**config.mk**
```make
export PLATFORM = sky130hd
export DESIGN_NAME = bsd_decoder
export DESIGN_NICKNAME = d
export VERILOG_FILES = /design/src/bsd_pkg.sv /design/src/bsd_adder.sv /design/src/bsd_decoder.sv
export SDC_FILE = /design/constraint.sdc
export NUM_CORES = 1
export LEC_CHECK = 0
export ABC_AREA = 1
export BUFFER_PORTS_ARGS = -buffer_cell sky130_fd_sc_hd__buf_4
export CORE_AREA = 2 2 112 114
export CTS_CLUSTER_DIAMETER = 60
export DETAILED_ROUTE_END_ITERATION = 12
export DIE_AREA = 0 0 114 116
export PLACE_DENSITY = 0.79
export SETUP_SLACK_MARGIN = 0.15
export SLEW_MARGIN = 5
export SYNTH_ARGS = -nofsm -noshare
export SYNTH_HDL_FRONTEND = slang
export SYNTH_SLANG_ARGS = --single-unit
```
**constraint.sdc**
```tcl
create_clock -name clk -period 3.6 [get_ports clk]
set_input_delay 0.54 -clock clk [delete_from_list [all_inputs] [get_ports clk]]
set_output_delay 0.54 -clock clk [all_outputs]
set_load 0.02 [all_outputs]
```
**src/bsd_pkg.sv**
```systemverilog
// Shared constants and types for the bit-operation and add-and-skip executor
package bsd_pkg;

  // ---------------------------------------------------------------------------
  // Opcodes
  // ---------------------------------------------------------------------------
  localparam logic [7:0] OP_ADC_A_MEM    = 8'h3E;
  localparam logic [7:0] OP_ADS_A_MEM    = 8'h3F;
  localparam logic [3:0] OP_ADS_A_IMM_HI = 4'hA;
  localparam logic [7:0] OP_ADS_EA_IMM   = 8'hC9;
  localparam logic [7:0] OP_PAIR_PFX     = 8'hDC;
  localparam logic [3:0] SUB_ADC_PAIR    = 4'hA;
  localparam logic [3:0] SUB_ADS_PAIR    = 4'h9;
  localparam int         SUB_DST_EA_POS  = 3;
  localparam logic [7:0] OP_BIT_SET      = 8'hFF;
  localparam logic [7:0] OP_BIT_CLR      = 8'hFE;
  localparam logic [7:0] OP_CY_AND       = 8'hF5;
  localparam logic [7:0] OP_CY_OR        = 8'hF6;
  localparam logic [7:0] OP_CY_XOR       = 8'hF7;
  localparam logic [7:0] OP_LD_TO_BIT    = 8'hFC;
  localparam logic [7:0] OP_LD_TO_CY     = 8'hF4;

  // ---------------------------------------------------------------------------
  // Bit addressing fields
  // ---------------------------------------------------------------------------
  localparam logic [1:0] DA_FORM_HI   = 2'b11;
  localparam logic [2:0] DA_FORM_MID  = 3'b000;
  localparam int         BSEL_LSB     = 4;
  localparam int         FIX_FLAG_POS = 7;
  localparam int         FIX_AREA_POS = 6;
  localparam logic [3:0] FIX_BANK     = 4'hF;
  localparam logic [3:0] FIX_AREA_LO  = 4'hB;
  localparam logic [3:0] FIX_AREA_HI  = 4'hF;
  localparam logic [3:0] LIDX_TAG     = 4'h4;
  localparam logic [1:0] LIDX_TOP     = 2'b11;

  // ---------------------------------------------------------------------------
  // Sizes and timing
  // ---------------------------------------------------------------------------
  localparam int         CNT_W       = 8;
  localparam logic [1:0] BYTES_SHORT = 2'd1;
  localparam logic [1:0] BYTES_LONG  = 2'd2;
  localparam int         MC_DIV_DEF  = 4;

  // ---------------------------------------------------------------------------
  // Types
  // ---------------------------------------------------------------------------
  typedef enum logic [2:0] {ST_IDLE, ST_ADDR, ST_LAT, ST_EXEC, ST_HOLD} bsd_state_e;

  typedef enum logic [3:0] {
    K_NONE, K_ADC4, K_ADS4M, K_ADS4I, K_ADS8I, K_ADC8, K_ADS8,
    K_BSET, K_BCLR, K_BAND, K_BOR, K_CARRY_XOR_BIT, K_BTOM, K_BTOC
  } bsd_kind_e;

  typedef struct packed {
    logic [7:0] first;
    logic [7:0] second;
    logic [1:0] len;
  } bsd_op_s;

  typedef struct packed {
    logic [3:0] acc;
    logic [3:0] ext;
    logic [3:0] h;
    logic [3:0] l;
    logic       carry;
    logic [3:0] bank;
  } bsd_regs_s;

  typedef struct packed {
    logic       acc_we;
    logic [3:0] acc;
    logic       ext_we;
    logic [3:0] ext;
    logic       rr_we;
    logic [1:0] rr_sel;
    logic [7:0] rr;
    logic       cy_we;
    logic       cy;
    logic       mem_we;
    logic [3:0] mem;
  } bsd_wb_s;

  typedef struct packed {
    bsd_state_e       state;
    logic [CNT_W-1:0] cnt;
    bsd_kind_e        kind;
    bsd_op_s          op;
    bsd_regs_s        regs;
    logic [3:0]       memd;
    logic [1:0]       bitn;
    logic [1:0]       ncyc;
    logic             skipping;
    logic             no_skip;
    logic             skip_req;
    logic             skip_pend;
    logic             prev_adc;
    logic             adc_cy;
    logic             mem_rd;
    logic [11:0]      mem_addr;
    logic [1:0]       rr_sel;
    bsd_wb_s          wbp;
    bsd_wb_s          wb;
    logic             done;
    logic             ready;
  } bsd_st_s;

endpackage

```
**src/bsd_adder.sv**
```systemverilog
// Shared 4-bit / 8-bit adder with carry-in and carry-out
module bsd_adder
  import bsd_pkg::*;
(
  input  wire logic [7:0] a,
  input  wire logic [7:0] b,
  input  wire logic       cin,
  input  wire logic       wide,
  output logic      [7:0] sum,
  output logic            cout
);

  logic [8:0] full;
  logic [4:0] half;

  assign full = {1'b0, a} + {1'b0, b} + {8'h00, cin};
  assign half = {1'b0, a[3:0]} + {1'b0, b[3:0]} + {4'h0, cin};
  assign sum  = wide ? full[7:0] : {4'h0, half[3:0]};
  assign cout = wide ? full[8] : half[4];

endmodule

```
**src/bsd_decoder.sv**
```systemverilog
// Executor for bit operations, add-with-carry and add-and-skip instructions
module bsd_decoder
  import bsd_pkg::*;
#(
  parameter int MC_DIV = MC_DIV_DEF
) (
  input  wire logic        clk,
  input  wire logic        reset,
  input  wire logic        issue,
  input  wire bsd_op_s     issue_op,
  input  wire bsd_regs_s   issue_regs,
  output logic             ready,
  output logic             mem_rd,
  output logic      [11:0] mem_addr,
  input  wire logic [3:0]  mem_rdata,
  output logic      [1:0]  rr_sel,
  input  wire logic [7:0]  rr_rdata,
  output bsd_wb_s          wb,
  output logic             done,
  output logic             skip_pending
);

  // ---------------------------------------------------------------------------
  // Decode helpers
  // ---------------------------------------------------------------------------
  function automatic logic is_da_form(input logic [7:0] f);
    return (f[7:6] == DA_FORM_HI) && (f[3:1] == DA_FORM_MID);
  endfunction

  function automatic bsd_kind_e kind_of(input logic [7:0] f, input logic [7:0] s);
    bsd_kind_e k;
    k = K_NONE;
    if (f == OP_ADC_A_MEM) k = K_ADC4;
    else if (f == OP_ADS_A_MEM) k = K_ADS4M;
    else if (f[7:4] == OP_ADS_A_IMM_HI) k = K_ADS4I;
    else if (f == OP_ADS_EA_IMM) k = K_ADS8I;
    else if (f == OP_PAIR_PFX && s[7:4] == SUB_ADC_PAIR && !s[0]) k = K_ADC8;
    else if (f == OP_PAIR_PFX && s[7:4] == SUB_ADS_PAIR && !s[0]) k = K_ADS8;
    else if (f == OP_BIT_SET) k = K_BSET;
    else if (f == OP_BIT_CLR) k = K_BCLR;
    else if (f == OP_CY_AND) k = K_BAND;
    else if (f == OP_CY_OR) k = K_BOR;
    else if (f == OP_CY_XOR) k = K_CARRY_XOR_BIT;
    else if (f == OP_LD_TO_BIT) k = K_BTOM;
    else if (f == OP_LD_TO_CY) k = K_BTOC;
    else if (is_da_form(f)) k = f[0] ? K_BSET : K_BCLR;
    return k;
  endfunction

  function automatic logic is_bit(input bsd_kind_e k);
    return k inside {K_BSET, K_BCLR, K_BAND, K_BOR, K_CARRY_XOR_BIT, K_BTOM, K_BTOC};
  endfunction

  function automatic logic is_ads(input bsd_kind_e k);
    return k inside {K_ADS4M, K_ADS4I, K_ADS8I, K_ADS8};
  endfunction

  function automatic logic [1:0] bytes_of(input bsd_kind_e k, input logic [1:0] len);
    logic [1:0] b;
    case (k)
      K_ADC4, K_ADS4M, K_ADS4I: b = BYTES_SHORT;
      K_NONE:                   b = len;
      default:                  b = BYTES_LONG;
    endcase
    return b;
  endfunction

  // Returns {nibble address, bit number}
  function automatic logic [13:0] addr_of(input bsd_op_s op, input bsd_regs_s r);
    logic [13:0] v;
    if (is_da_form(op.first)) begin
      v = {r.bank, op.second, op.first[BSEL_LSB +: 2]};
    end else if (op.second[FIX_FLAG_POS]) begin
      v = {FIX_BANK, op.second[FIX_AREA_POS] ? FIX_AREA_HI : FIX_AREA_LO,
           op.second[3:0], op.second[BSEL_LSB +: 2]};
    end else if (op.second[7:4] == LIDX_TAG) begin
      v = {FIX_BANK, LIDX_TOP, op.second[3:0], r.l[3:2], r.l[1:0]};
    end else begin
      v = {r.bank, r.h, op.second[3:0], op.second[BSEL_LSB +: 2]};
    end
    return v;
  endfunction

  function automatic logic [3:0] put_bit(input logic [3:0] nib, input logic [1:0] b,
                                         input logic v);
    logic [3:0] t;
    t    = nib;
    t[b] = v;
    return t;
  endfunction

  function automatic logic [CNT_W-1:0] end_of(input logic [1:0] ncyc);
    return CNT_W'(int'(ncyc) * MC_DIV - 1);
  endfunction

  // ---------------------------------------------------------------------------
  // Issue and adder operands
  // ---------------------------------------------------------------------------
  bsd_st_s    s_q;
  bsd_st_s    s_d;
  logic       accept;
  bsd_kind_e  acc_kind;
  logic       acc_pair_skip;
  logic       acc_skip;
  logic       dst_ea;
  logic [7:0] ea;
  logic       pair_op;
  logic [7:0] add_a;
  logic [7:0] add_b;
  logic       add_cin;
  logic       add_wide;
  logic [7:0] add_sum;
  logic       add_cout;
  logic       cur_bit;

  assign accept        = issue && s_q.ready;
  assign acc_kind      = kind_of(issue_op.first, issue_op.second);
  assign acc_pair_skip = (acc_kind == K_ADS4I) && s_q.prev_adc && s_q.adc_cy;
  assign acc_skip      = s_q.skip_pend || acc_pair_skip;

  assign dst_ea   = s_q.op.second[SUB_DST_EA_POS];
  assign ea       = {s_q.regs.ext, s_q.regs.acc};
  assign pair_op  = (s_q.kind == K_ADC8) || (s_q.kind == K_ADS8);
  // Source is only read, never routed to a write port
  assign add_a    = (s_q.kind == K_ADS8I) ? ea :
                    pair_op ? (dst_ea ? ea : rr_rdata) : {4'h0, s_q.regs.acc};
  assign add_b    = (s_q.kind == K_ADS4I) ? {4'h0, s_q.op.first[3:0]} :
                    (s_q.kind == K_ADS8I) ? s_q.op.second :
                    pair_op ? (dst_ea ? rr_rdata : ea) : {4'h0, mem_rdata};
  assign add_cin  = ((s_q.kind == K_ADC4) || (s_q.kind == K_ADC8)) && s_q.regs.carry;
  assign add_wide = !(s_q.kind inside {K_ADC4, K_ADS4M, K_ADS4I});
  assign cur_bit  = mem_rdata[s_q.bitn];

  bsd_adder u_adder (
    .a    (add_a),
    .b    (add_b),
    .cin  (add_cin),
    .wide (add_wide),
    .sum  (add_sum),
    .cout (add_cout)
  );

  // ---------------------------------------------------------------------------
  // Next state
  // ---------------------------------------------------------------------------
  always_comb begin
    s_d           = s_q;
    s_d.done      = 1'b0;
    s_d.mem_rd    = 1'b0;
    s_d.wb.acc_we = 1'b0;
    s_d.wb.ext_we = 1'b0;
    s_d.wb.rr_we  = 1'b0;
    s_d.wb.cy_we  = 1'b0;
    s_d.wb.mem_we = 1'b0;
    s_d.cnt       = s_q.cnt + CNT_W'(1);
    case (s_q.state)
      ST_IDLE: begin
        s_d.cnt = '0;
        if (accept) begin
          s_d.op       = issue_op;
          s_d.regs     = issue_regs;
          s_d.kind     = acc_kind;
          s_d.skipping = acc_skip;
          s_d.no_skip  = (acc_kind == K_ADS4I) && s_q.prev_adc && !s_q.adc_cy;
          s_d.ncyc     = bytes_of(acc_kind, issue_op.len);
          s_d.skip_req = 1'b0;
          s_d.wbp      = '0;
          s_d.ready    = 1'b0;
          // Skipped or foreign opcodes only burn their fetch time
          s_d.state    = (acc_skip || acc_kind == K_NONE) ? ST_HOLD : ST_ADDR;
        end
      end
      ST_ADDR: begin
        s_d.mem_rd = (s_q.kind inside {K_ADC4, K_ADS4M}) || is_bit(s_q.kind);
        s_d.rr_sel = s_q.op.second[2:1];
        if (is_bit(s_q.kind)) begin
          {s_d.mem_addr, s_d.bitn} = addr_of(s_q.op, s_q.regs);
        end else begin
          s_d.mem_addr = {s_q.regs.bank, s_q.regs.h, s_q.regs.l};
          s_d.bitn     = 2'd0;
        end
        s_d.state = ST_LAT;
      end
      ST_LAT: begin
        s_d.state = ST_EXEC;
      end
      ST_EXEC: begin
        s_d.memd       = mem_rdata;
        s_d.wbp.rr_sel = s_q.rr_sel;
        case (s_q.kind)
          K_ADC4: begin
            s_d.wbp.acc_we = 1'b1;
            s_d.wbp.acc    = add_sum[3:0];
            s_d.wbp.cy_we  = 1'b1;
            s_d.wbp.cy     = add_cout;
          end
          K_ADS4M, K_ADS4I: begin
            s_d.wbp.acc_we = 1'b1;
            s_d.wbp.acc    = add_sum[3:0];
            s_d.skip_req   = add_cout && !s_q.no_skip;
          end
          K_ADS8I: begin
            s_d.wbp.acc_we = 1'b1;
            s_d.wbp.ext_we = 1'b1;
            {s_d.wbp.ext, s_d.wbp.acc} = add_sum;
            s_d.skip_req   = add_cout;
          end
          K_ADC8, K_ADS8: begin
            if (dst_ea) begin
              s_d.wbp.acc_we = 1'b1;
              s_d.wbp.ext_we = 1'b1;
              {s_d.wbp.ext, s_d.wbp.acc} = add_sum;
            end else begin
              s_d.wbp.rr_we = 1'b1;
              s_d.wbp.rr    = add_sum;
            end
            if (s_q.kind == K_ADC8) begin
              s_d.wbp.cy_we = 1'b1;
              s_d.wbp.cy    = add_cout;
            end else begin
              s_d.skip_req = add_cout;
            end
          end
          K_BSET: begin
            s_d.wbp.mem_we = 1'b1;
            s_d.wbp.mem    = put_bit(mem_rdata, s_q.bitn, 1'b1);
          end
          K_BCLR: begin
            s_d.wbp.mem_we = 1'b1;
            s_d.wbp.mem    = put_bit(mem_rdata, s_q.bitn, 1'b0);
          end
          K_BAND: begin
            s_d.wbp.cy_we = 1'b1;
            s_d.wbp.cy    = s_q.regs.carry & cur_bit;
          end
          K_BOR: begin
            s_d.wbp.cy_we = 1'b1;
            s_d.wbp.cy    = s_q.regs.carry | cur_bit;
          end
          K_CARRY_XOR_BIT: begin
            s_d.wbp.cy_we = 1'b1;
            s_d.wbp.cy    = s_q.regs.carry ^ cur_bit;
          end
          K_BTOM: begin
            s_d.wbp.mem_we = 1'b1;
            s_d.wbp.mem    = put_bit(mem_rdata, s_q.bitn, s_q.regs.carry);
          end
          K_BTOC: begin
            s_d.wbp.cy_we = 1'b1;
            s_d.wbp.cy    = cur_bit;
          end
          default: begin
          end
        endcase
        s_d.state = ST_HOLD;
      end
      ST_HOLD: begin
        if (s_q.cnt == end_of(s_q.ncyc)) begin
          s_d.done      = 1'b1;
          s_d.ready     = 1'b1;
          s_d.state     = ST_IDLE;
          s_d.wb        = s_q.skipping ? '0 : s_q.wbp;
          s_d.skip_pend = !s_q.skipping && s_q.skip_req;
          s_d.prev_adc  = !s_q.skipping && (s_q.kind == K_ADC4);
          s_d.adc_cy    = s_q.wbp.cy;
        end
      end
      default: begin
        s_d       = '0;
        s_d.ready = 1'b1;
      end
    endcase
  end

  always_ff @(posedge clk) begin
    if (reset) begin
      s_q       <= '0;
      s_q.ready <= 1'b1;
    end else begin
      s_q <= s_d;
    end
  end

  assign ready        = s_q.ready;
  assign mem_rd       = s_q.mem_rd;
  assign mem_addr     = s_q.mem_addr;
  assign rr_sel       = s_q.rr_sel;
  assign wb           = s_q.wb;
  assign done         = s_q.done;
  assign skip_pending = s_q.skip_pend;

  // ---------------------------------------------------------------------------
  // Checks
  // ---------------------------------------------------------------------------
  // Done is registered one edge after the last hold count, so seen one edge later
  localparam int LAT1      = MC_DIV + 1;
  localparam int LAT2      = 2 * MC_DIV + 1;
  localparam int LAT1_REST = MC_DIV - 2;

  logic [4:0] chk_sum_c;
  logic [4:0] chk_sum_n;
  logic       fin;
  logic [3:0] one_hot;

  assign chk_sum_c = {1'b0, s_q.regs.acc} + {1'b0, s_q.memd} + {4'h0, s_q.regs.carry};
  assign chk_sum_n = {1'b0, s_q.regs.acc} + {1'b0, s_q.memd};
  assign fin       = s_q.done && !s_q.skipping;
  assign one_hot   = 4'h1 << s_q.bitn;
endmodule

```
# Word-level counts from Yosys, hierarchy flattened
# Index checks and enable logic that the tools add are counted.
[classes]
add_sub_neg = 6
muxes = 68
n_eq_ne = 50
n_bitwise = 10
reduce_logical = 51
magnitude_cmp = 2
[op_table]
columns = ["cell", "n"]
rows = [
  ["$pmux 51 s2", 1],
  ["$pmux 28 s3", 1],
  ["$mux 8", 10],
  ["$eq 8x8->1 const B", 9],
  ["$mux 4", 15],
  ["$pmux 29 s2", 1],
  ["$mux 28", 2],
  ["$mux 43", 1],
  ["$mux 14", 3],
  ["$eq 4x4->1 const B", 9],
  ["$mux 30", 1],
  ["$pmux 15 s2", 1],
  ["$eq 4x3->1 const B", 5],
  ["$pmux 5 s2", 2],
  ["$reduce_and 4->1", 5],
  ["$eq 4x2->1 const B", 4],
  ["$eq 8x6->1 const B", 2],
  ["$reduce_or 4->1", 4],
  ["$logic_and 1x1->1", 15],
  ["$mux 3", 5],
  ["$pmux 3 s5", 1],
  ["$pmux 5 s3", 1],
  ["$mux 12", 1],
  ["$pmux 2 s6", 1],
  ["50 further kinds", 87],
]
[word_totals]
elab_cells = 233
output_inout_bits = 46
regBits = 135

# Logic depth before layout (Yosys ltp)
[logic_depth]
word_depth = 24
depth_mapped = 21
depth_no_buf = 21

# By module
# From an unflattened synthesis, not the netlist that was laid out.
[unflattened]
cells_unflattened = 953
area_unflattened_um2 = 6866.6
[by_module_without_submodules]
columns = ["mod", "n_inst", "area_per_inst_um2", "cells_each"]
rows = [
  ["bsd_decoder", 1, 6456.2, 880],
  ["bsd_adder", 1, 410.4, 73],
]

# Worst setup path after synthesis
# No wires, ideal clock.
[synth_timing]
path_kind = "flip-flop to flip-flop"
from = "register s_q[128] (netlist name)"
to = "register s_q[50] (netlist name)"
t_arrival_ns = 2.915
path_stages_with_launch = 18
setup_time_ns = 0.132
path_slack_ns = 0.553
path_cell_list = "dfxtp_1 inv_2 nor2_4 nand2_2 nor2_4 inv_1 o311ai_0 o211ai_1 o21ai_0 fa_1 inv_1 fa_1 o31ai_1 nand3_1 nand2_1 a21oi_1 o21ai_0 a21oi_1"
[synth_via]
elab_chain_cells = 11
word_cells_on_any_way = 25
cone_classes = "add/sub (2); eq/ne (8); mux (9); reduce/logical (6)"
[synth_lines]
columns = ["element", "line", "text"]
rows = [
  ["start, declared", "bsd_decoder.sv:99", "bsd_st_s s_q;"],
  ["$eq 4x3->1, on equally long branches", "bsd_decoder.sv:123, bsd_decoder.sv:130, bsd_decoder.sv:190", ""],
  ["$logic_or 1x1->1", "bsd_decoder.sv:123", "assign pair_op = (s_q.kind == K_ADC8) || (s_q.kind == K_ADS8);"],
  ["$mux 8", "bsd_decoder.sv:129", "pair_op ? (dst_ea ? rr_rdata : ea) : {4'h0, mem_rdata};"],
  ["$mux 8", "bsd_decoder.sv:128", "(s_q.kind == K_ADS8I) ? s_q.op.second :"],
  ["$mux 8", "bsd_decoder.sv:127", "assign add_b = (s_q.kind == K_ADS4I) ? {4'h0, s_q.op.first[3:0]} :"],
  ["$add 8x8->9", "bsd_adder.sv:16", "assign full = {1'b0, a} + {1'b0, b} + {8'h00, cin};"],
  ["$add 9x1->9", "bsd_adder.sv:16", ""],
  ["$mux 8", "bsd_adder.sv:18", "assign sum = wide ? full[7:0] : {4'h0, half[3:0]};"],
  ["$mux 10", "bsd_decoder.sv:209", "if (dst_ea) begin"],
  ["$pmux 5 s2", "bsd_decoder.sv:190", "case (s_q.kind)"],
  ["$pmux 28 s3", "bsd_decoder.sv:156", "case (s_q.state)"],
]
# Several ways; a longest one is shown, not always the timed one. The select of a mux whose other input is x is not followed.
# A chain may end at the register's enable or synchronous reset.

# Worst setup path in the final report
[layout_timing]
from = "register s_q[129] (netlist name)"
to = "register s_q[35] (netlist name)"
[layout_via]
elab_chain_cells = 11
word_cells_on_any_way = 31
cone_classes = "add/sub (4); eq/ne (12); mux (9); reduce/logical (6)"
[layout_lines]
columns = ["element", "line", "text"]
rows = [
  ["$eq 4x3->1, on equally long branches", "n/a", ""],
  ["$logic_or 1x1->1", "bsd_decoder.sv:123", ""],
  ["$mux 8", "bsd_decoder.sv:129", ""],
  ["$mux 8", "bsd_decoder.sv:128", ""],
  ["$mux 8", "bsd_decoder.sv:127", ""],
  ["$add 8x8->9 or $add 4x4->5 (tied branches)", "bsd_adder.sv:16, bsd_adder.sv:17", ""],
  ["$add 9x1->9 or $add 5x1->5 (tied branches)", "bsd_adder.sv:16, bsd_adder.sv:17", ""],
  ["$mux 1", "bsd_adder.sv:19", "assign cout = wide ? full[8] : half[4];"],
  ["$mux 2", "bsd_decoder.sv:217", "if (s_q.kind == K_ADC8) begin"],
  ["$pmux 2 s6", "bsd_decoder.sv:190", ""],
  ["$pmux 28 s3", "bsd_decoder.sv:156", ""],
]
# Several ways; a longest one is shown, not always the timed one. The select of a mux whose other input is x is not followed.

==> metrics.txt <==
status=completed; Pwr Density=about 670 nW/µm²; Cells after Synth=910; Post-DRT Antenna Nets=0; Die Ht=116 µm; WP depth=16; RR Endpoint=s_q[35]; Rel. slew slack=between 30% and 40%; RSZ-0062 raised after global routing=false; vias in the first global route=5490; Final Instance Count excl. Fillers=around 1100; drt wl/cell=approximately 15 µm; Layout Skew=around 0.0050 ns; Max Cap Viol=0; simple-gate share of the synthesized area=about 22%; fillers=1045; syn avg cell area=between 7 and 8 µm²; CP Capture Point=s_q[35]; clock buffer depth=2; Synth Area in Compound Gates=between 20 and 25%; YS warnings=0; Hold Path Class=input port to flip-flop; IO buf count=a little under 100; Iteration-0 DRC Markers=613; IO Pins=100; CP Launch Type=flip-flop; n_diodes=0; prevailing post-synth register cell=dfxtp_1; CP top delay family=compound AO/OA/AOI/OAI gates; Hold Crit Start=issue_regs[19]; HPWL after DPL=~12 mm; pin count of the biggest net entering global routing=45; Die X=114 µm; Setup crit end kind=flip-flop; clk sinks=135; H-Tree Depth=4; endpoints failing setup=0; Post-Synth XOR/XNOR Area=0.391%; setup TNS=0 ns; Max Fclk=about 320 MHz; FFs w/ async S/R, synth=0%; CP arrival=~3.5 ns; P&R area growth vs syn=17.1%; CP required=just under 4 ns; post-synthesis cell type count=54; clock latency reported for the late side of the worst-skew pair=between 0.4 and 0.5 ns; Initial Util=between 50% and 60%; Root Buffer=clkbuf_16; Register Area=2700 µm²; maximum vdd drop=0.352 mV; post-placement cell count=roughly 1100; mux cell area share after synthesis=0%; first-pass GRT wire length=roughly 27 mm; crit path from=s_q[129]; cell area after synthesis=just under 7000 µm²; initial antenna violation count=0; Pleak=3.37 nW; fin crit period=about 3.2 ns; core area=~12000 µm²; Layout Nets=between 1000 and 1500; Synth Area in Adders=between 2 and 3%; share of layout cells above drive strength 1=~18%; CTS tree=yes; Initial DRT Pass Iterations=6; CP cell instances=nor2_4, nand2_2, nor2_4, inv_1, o311ai_2, o211ai_1, o21ai_0, fa_1, inv_1, fa_1, o31ai_4, a22o_1, nand2_1, o221ai_1, nand2_1, a21oi_1; Tightest Pin Transition=about 0.97 ns; total number of vias=6138; DRC violations left=0; Placer Congestion=around 0.94; Row Count=40; worst r2r src=s_q[129]; Largest stage delay, worst path=approximately 0.43 ns; GRT Resource Usage Total=a little over a quarter; Max Fanout on Critical Path=8; sequential share of the synthesized area=about two fifths; full die area=13200 µm²; worst setup path category=flip-flop to flip-flop; final hold viol count=0; total grt overflow=0; flop and latch count out of synthesis=approximately 140; CTS Buf Count=17; largest family of logic cells by synthesized area=simple AND/OR/NAND/NOR gates; Pins Over Slew Limit=0; final WL=between 15 and 20 mm; DR vias/cell=about 5.5; Mapped Nets=977; EDFF count, synth=0; CP max stage cell=fa_1; reg2reg path depth=16; r2r setup slk=between 0.4 and 0.5 ns; CP Buf/Inv Count=2; Worst-path clk slew=approximately 0.06 ns; final period utilization=between 80% and 90%; area of the multi-input gates=3090 µm²
-- area by class of cell --
class / instances / area share [%]
clock buffers: 18 / 5.45
well taps: 147 / 2.34
inverters: 131 / 6.31
multi-input cells: 571 / 39.3
flip-flops and latches: 135 / 34.4
repair buffers: 104 / 9.92
clock inverters: 14 / 2.31
-- per-layer routing --
metal / track usage [%] / vias up / wire length [µm] / share of wire, %
met1: 37.2 / 2768 / 8080 / 48
met2: 38.4 / 234 / 7170 / 43
met4: 11.4 / 0 / 453 / 2.7
met3: 5.65 / 31 / 1080 / 6.5
met5: 0 / - / 0 / 0
li1: - / 3105 / - / -
-- per-stage QoR --
| stage | utilization (%) | hold WS (ns) | worst slack, ns | power [mW] | cell area [µm²] |
|---|---|---|---|---|---|
| floorplan | - | 0.408 | 0.553 | 3.04 | 6720 |
| global placement | 60.7 | 0.428 | 0.257 | 3.44 | 7230 |
| detailed placement | 60.7 | 0.431 | 0.161 | 3.46 | 7230 |
| CTS | 65.9 | 0.331 | 0.193 | 5.27 | 7840 |
| global route | 66.1 | 0.346 | 0.0771 | 5.58 | 7870 |
| finish | 66.1 | 0.341 | 0.450 | 5.29 | 7870 |
-- what timing repair did --
action                                  in CTS  in global routing
endpoints found under the setup margin       5                  8
setup buffers                                0                  1
resized for setup                            2                  4
hold buffers                                 0                  0
pin swaps                                    0                  1
-- state kept, by name (all words and copies together), names as in the netlist --
name	count
mem_rd	1
dst_ea	1
wb	28
rr_sel	2
mem_addr	12
skip_pending	1
ea	8
s_q	80
ready	1
done	1
-- worst register-to-register path, delay by kind of cell, from the launching register on --
family | cells | cell delay [ns]
AO/OA/AOI/OAI | 7 | 1.28
adder cells (fa/ha/maj) | 2 | 0.69
buffers and inverters | 2 | 0.19
flip-flops | 1 | 0.37
AND/OR/NAND/NOR | 5 | 0.55
-- how the worst min path moves through the flow --
stage,slack (ns),endpoint,cells after the start
after floorplan,0.41,wb[6],2
after global placement,0.43,wb[6],2
after detailed placement,0.43,wb[6],2
after CTS,0.33,ea[2],3
after global routing,0.35,s_q[112],3
final,0.34,ea[2],3
-- layout by cell type, fill, tap and decap left out, types with 6 or more instances in the layout --
cell       count
nand2_1      125
o21ai_0       66
nor2_1        93
o211ai_1      15
inv_1        114
inv_2         13
dfxtp_1      134
o22ai_1       12
nor2_4         6
ha_1          11
a21oi_1       64
a211oi_1       8
a22oi_1       20
buf_4        104
nor3_1         9
clkinv_2       7
clkbuf_16     17
nand4_1        8
nand3_1       64
o21ai_1       14
-- cell usage after synthesis, types with 5 or more instances --
master    instances  share of area (%)
a211oi_1          8               0.89
inv_2            13               0.73
nor3_1            9               0.67
o211ai_1         15                1.7
o22ai_1          12                1.1
nor2_1           93                5.2
ha_1             11                2.0
nand3_1          64                4.8
a21oi_1          64                4.8
nand2_1         125                7.0
a22oi_1          20                2.2
inv_1           114                6.4
o21ai_0          66                4.9
buf_2             5               0.37
nand4_1           8               0.74
o21ai_1          14                1.0
buf_4            43                4.8
nor2_4            6                1.0
dfxtp_1         135                 40
clkbuf_1         20                1.1
-- logic make-up after synthesis --
family / Yosys count
compound gates: 228
xor+xnor: 3
fa+ha+maj: 13
buf+inv: 204
flops: 135
simple gates: 327
-- power breakdown --
part           total [mW]  switching (mW)  internal, mW
registers            1.93           0.147          1.78
clock network        1.81           0.653          1.15
logic                1.56            1.10         0.454
total                5.29            1.90          3.38
Power figures use the tool's default switching activity.
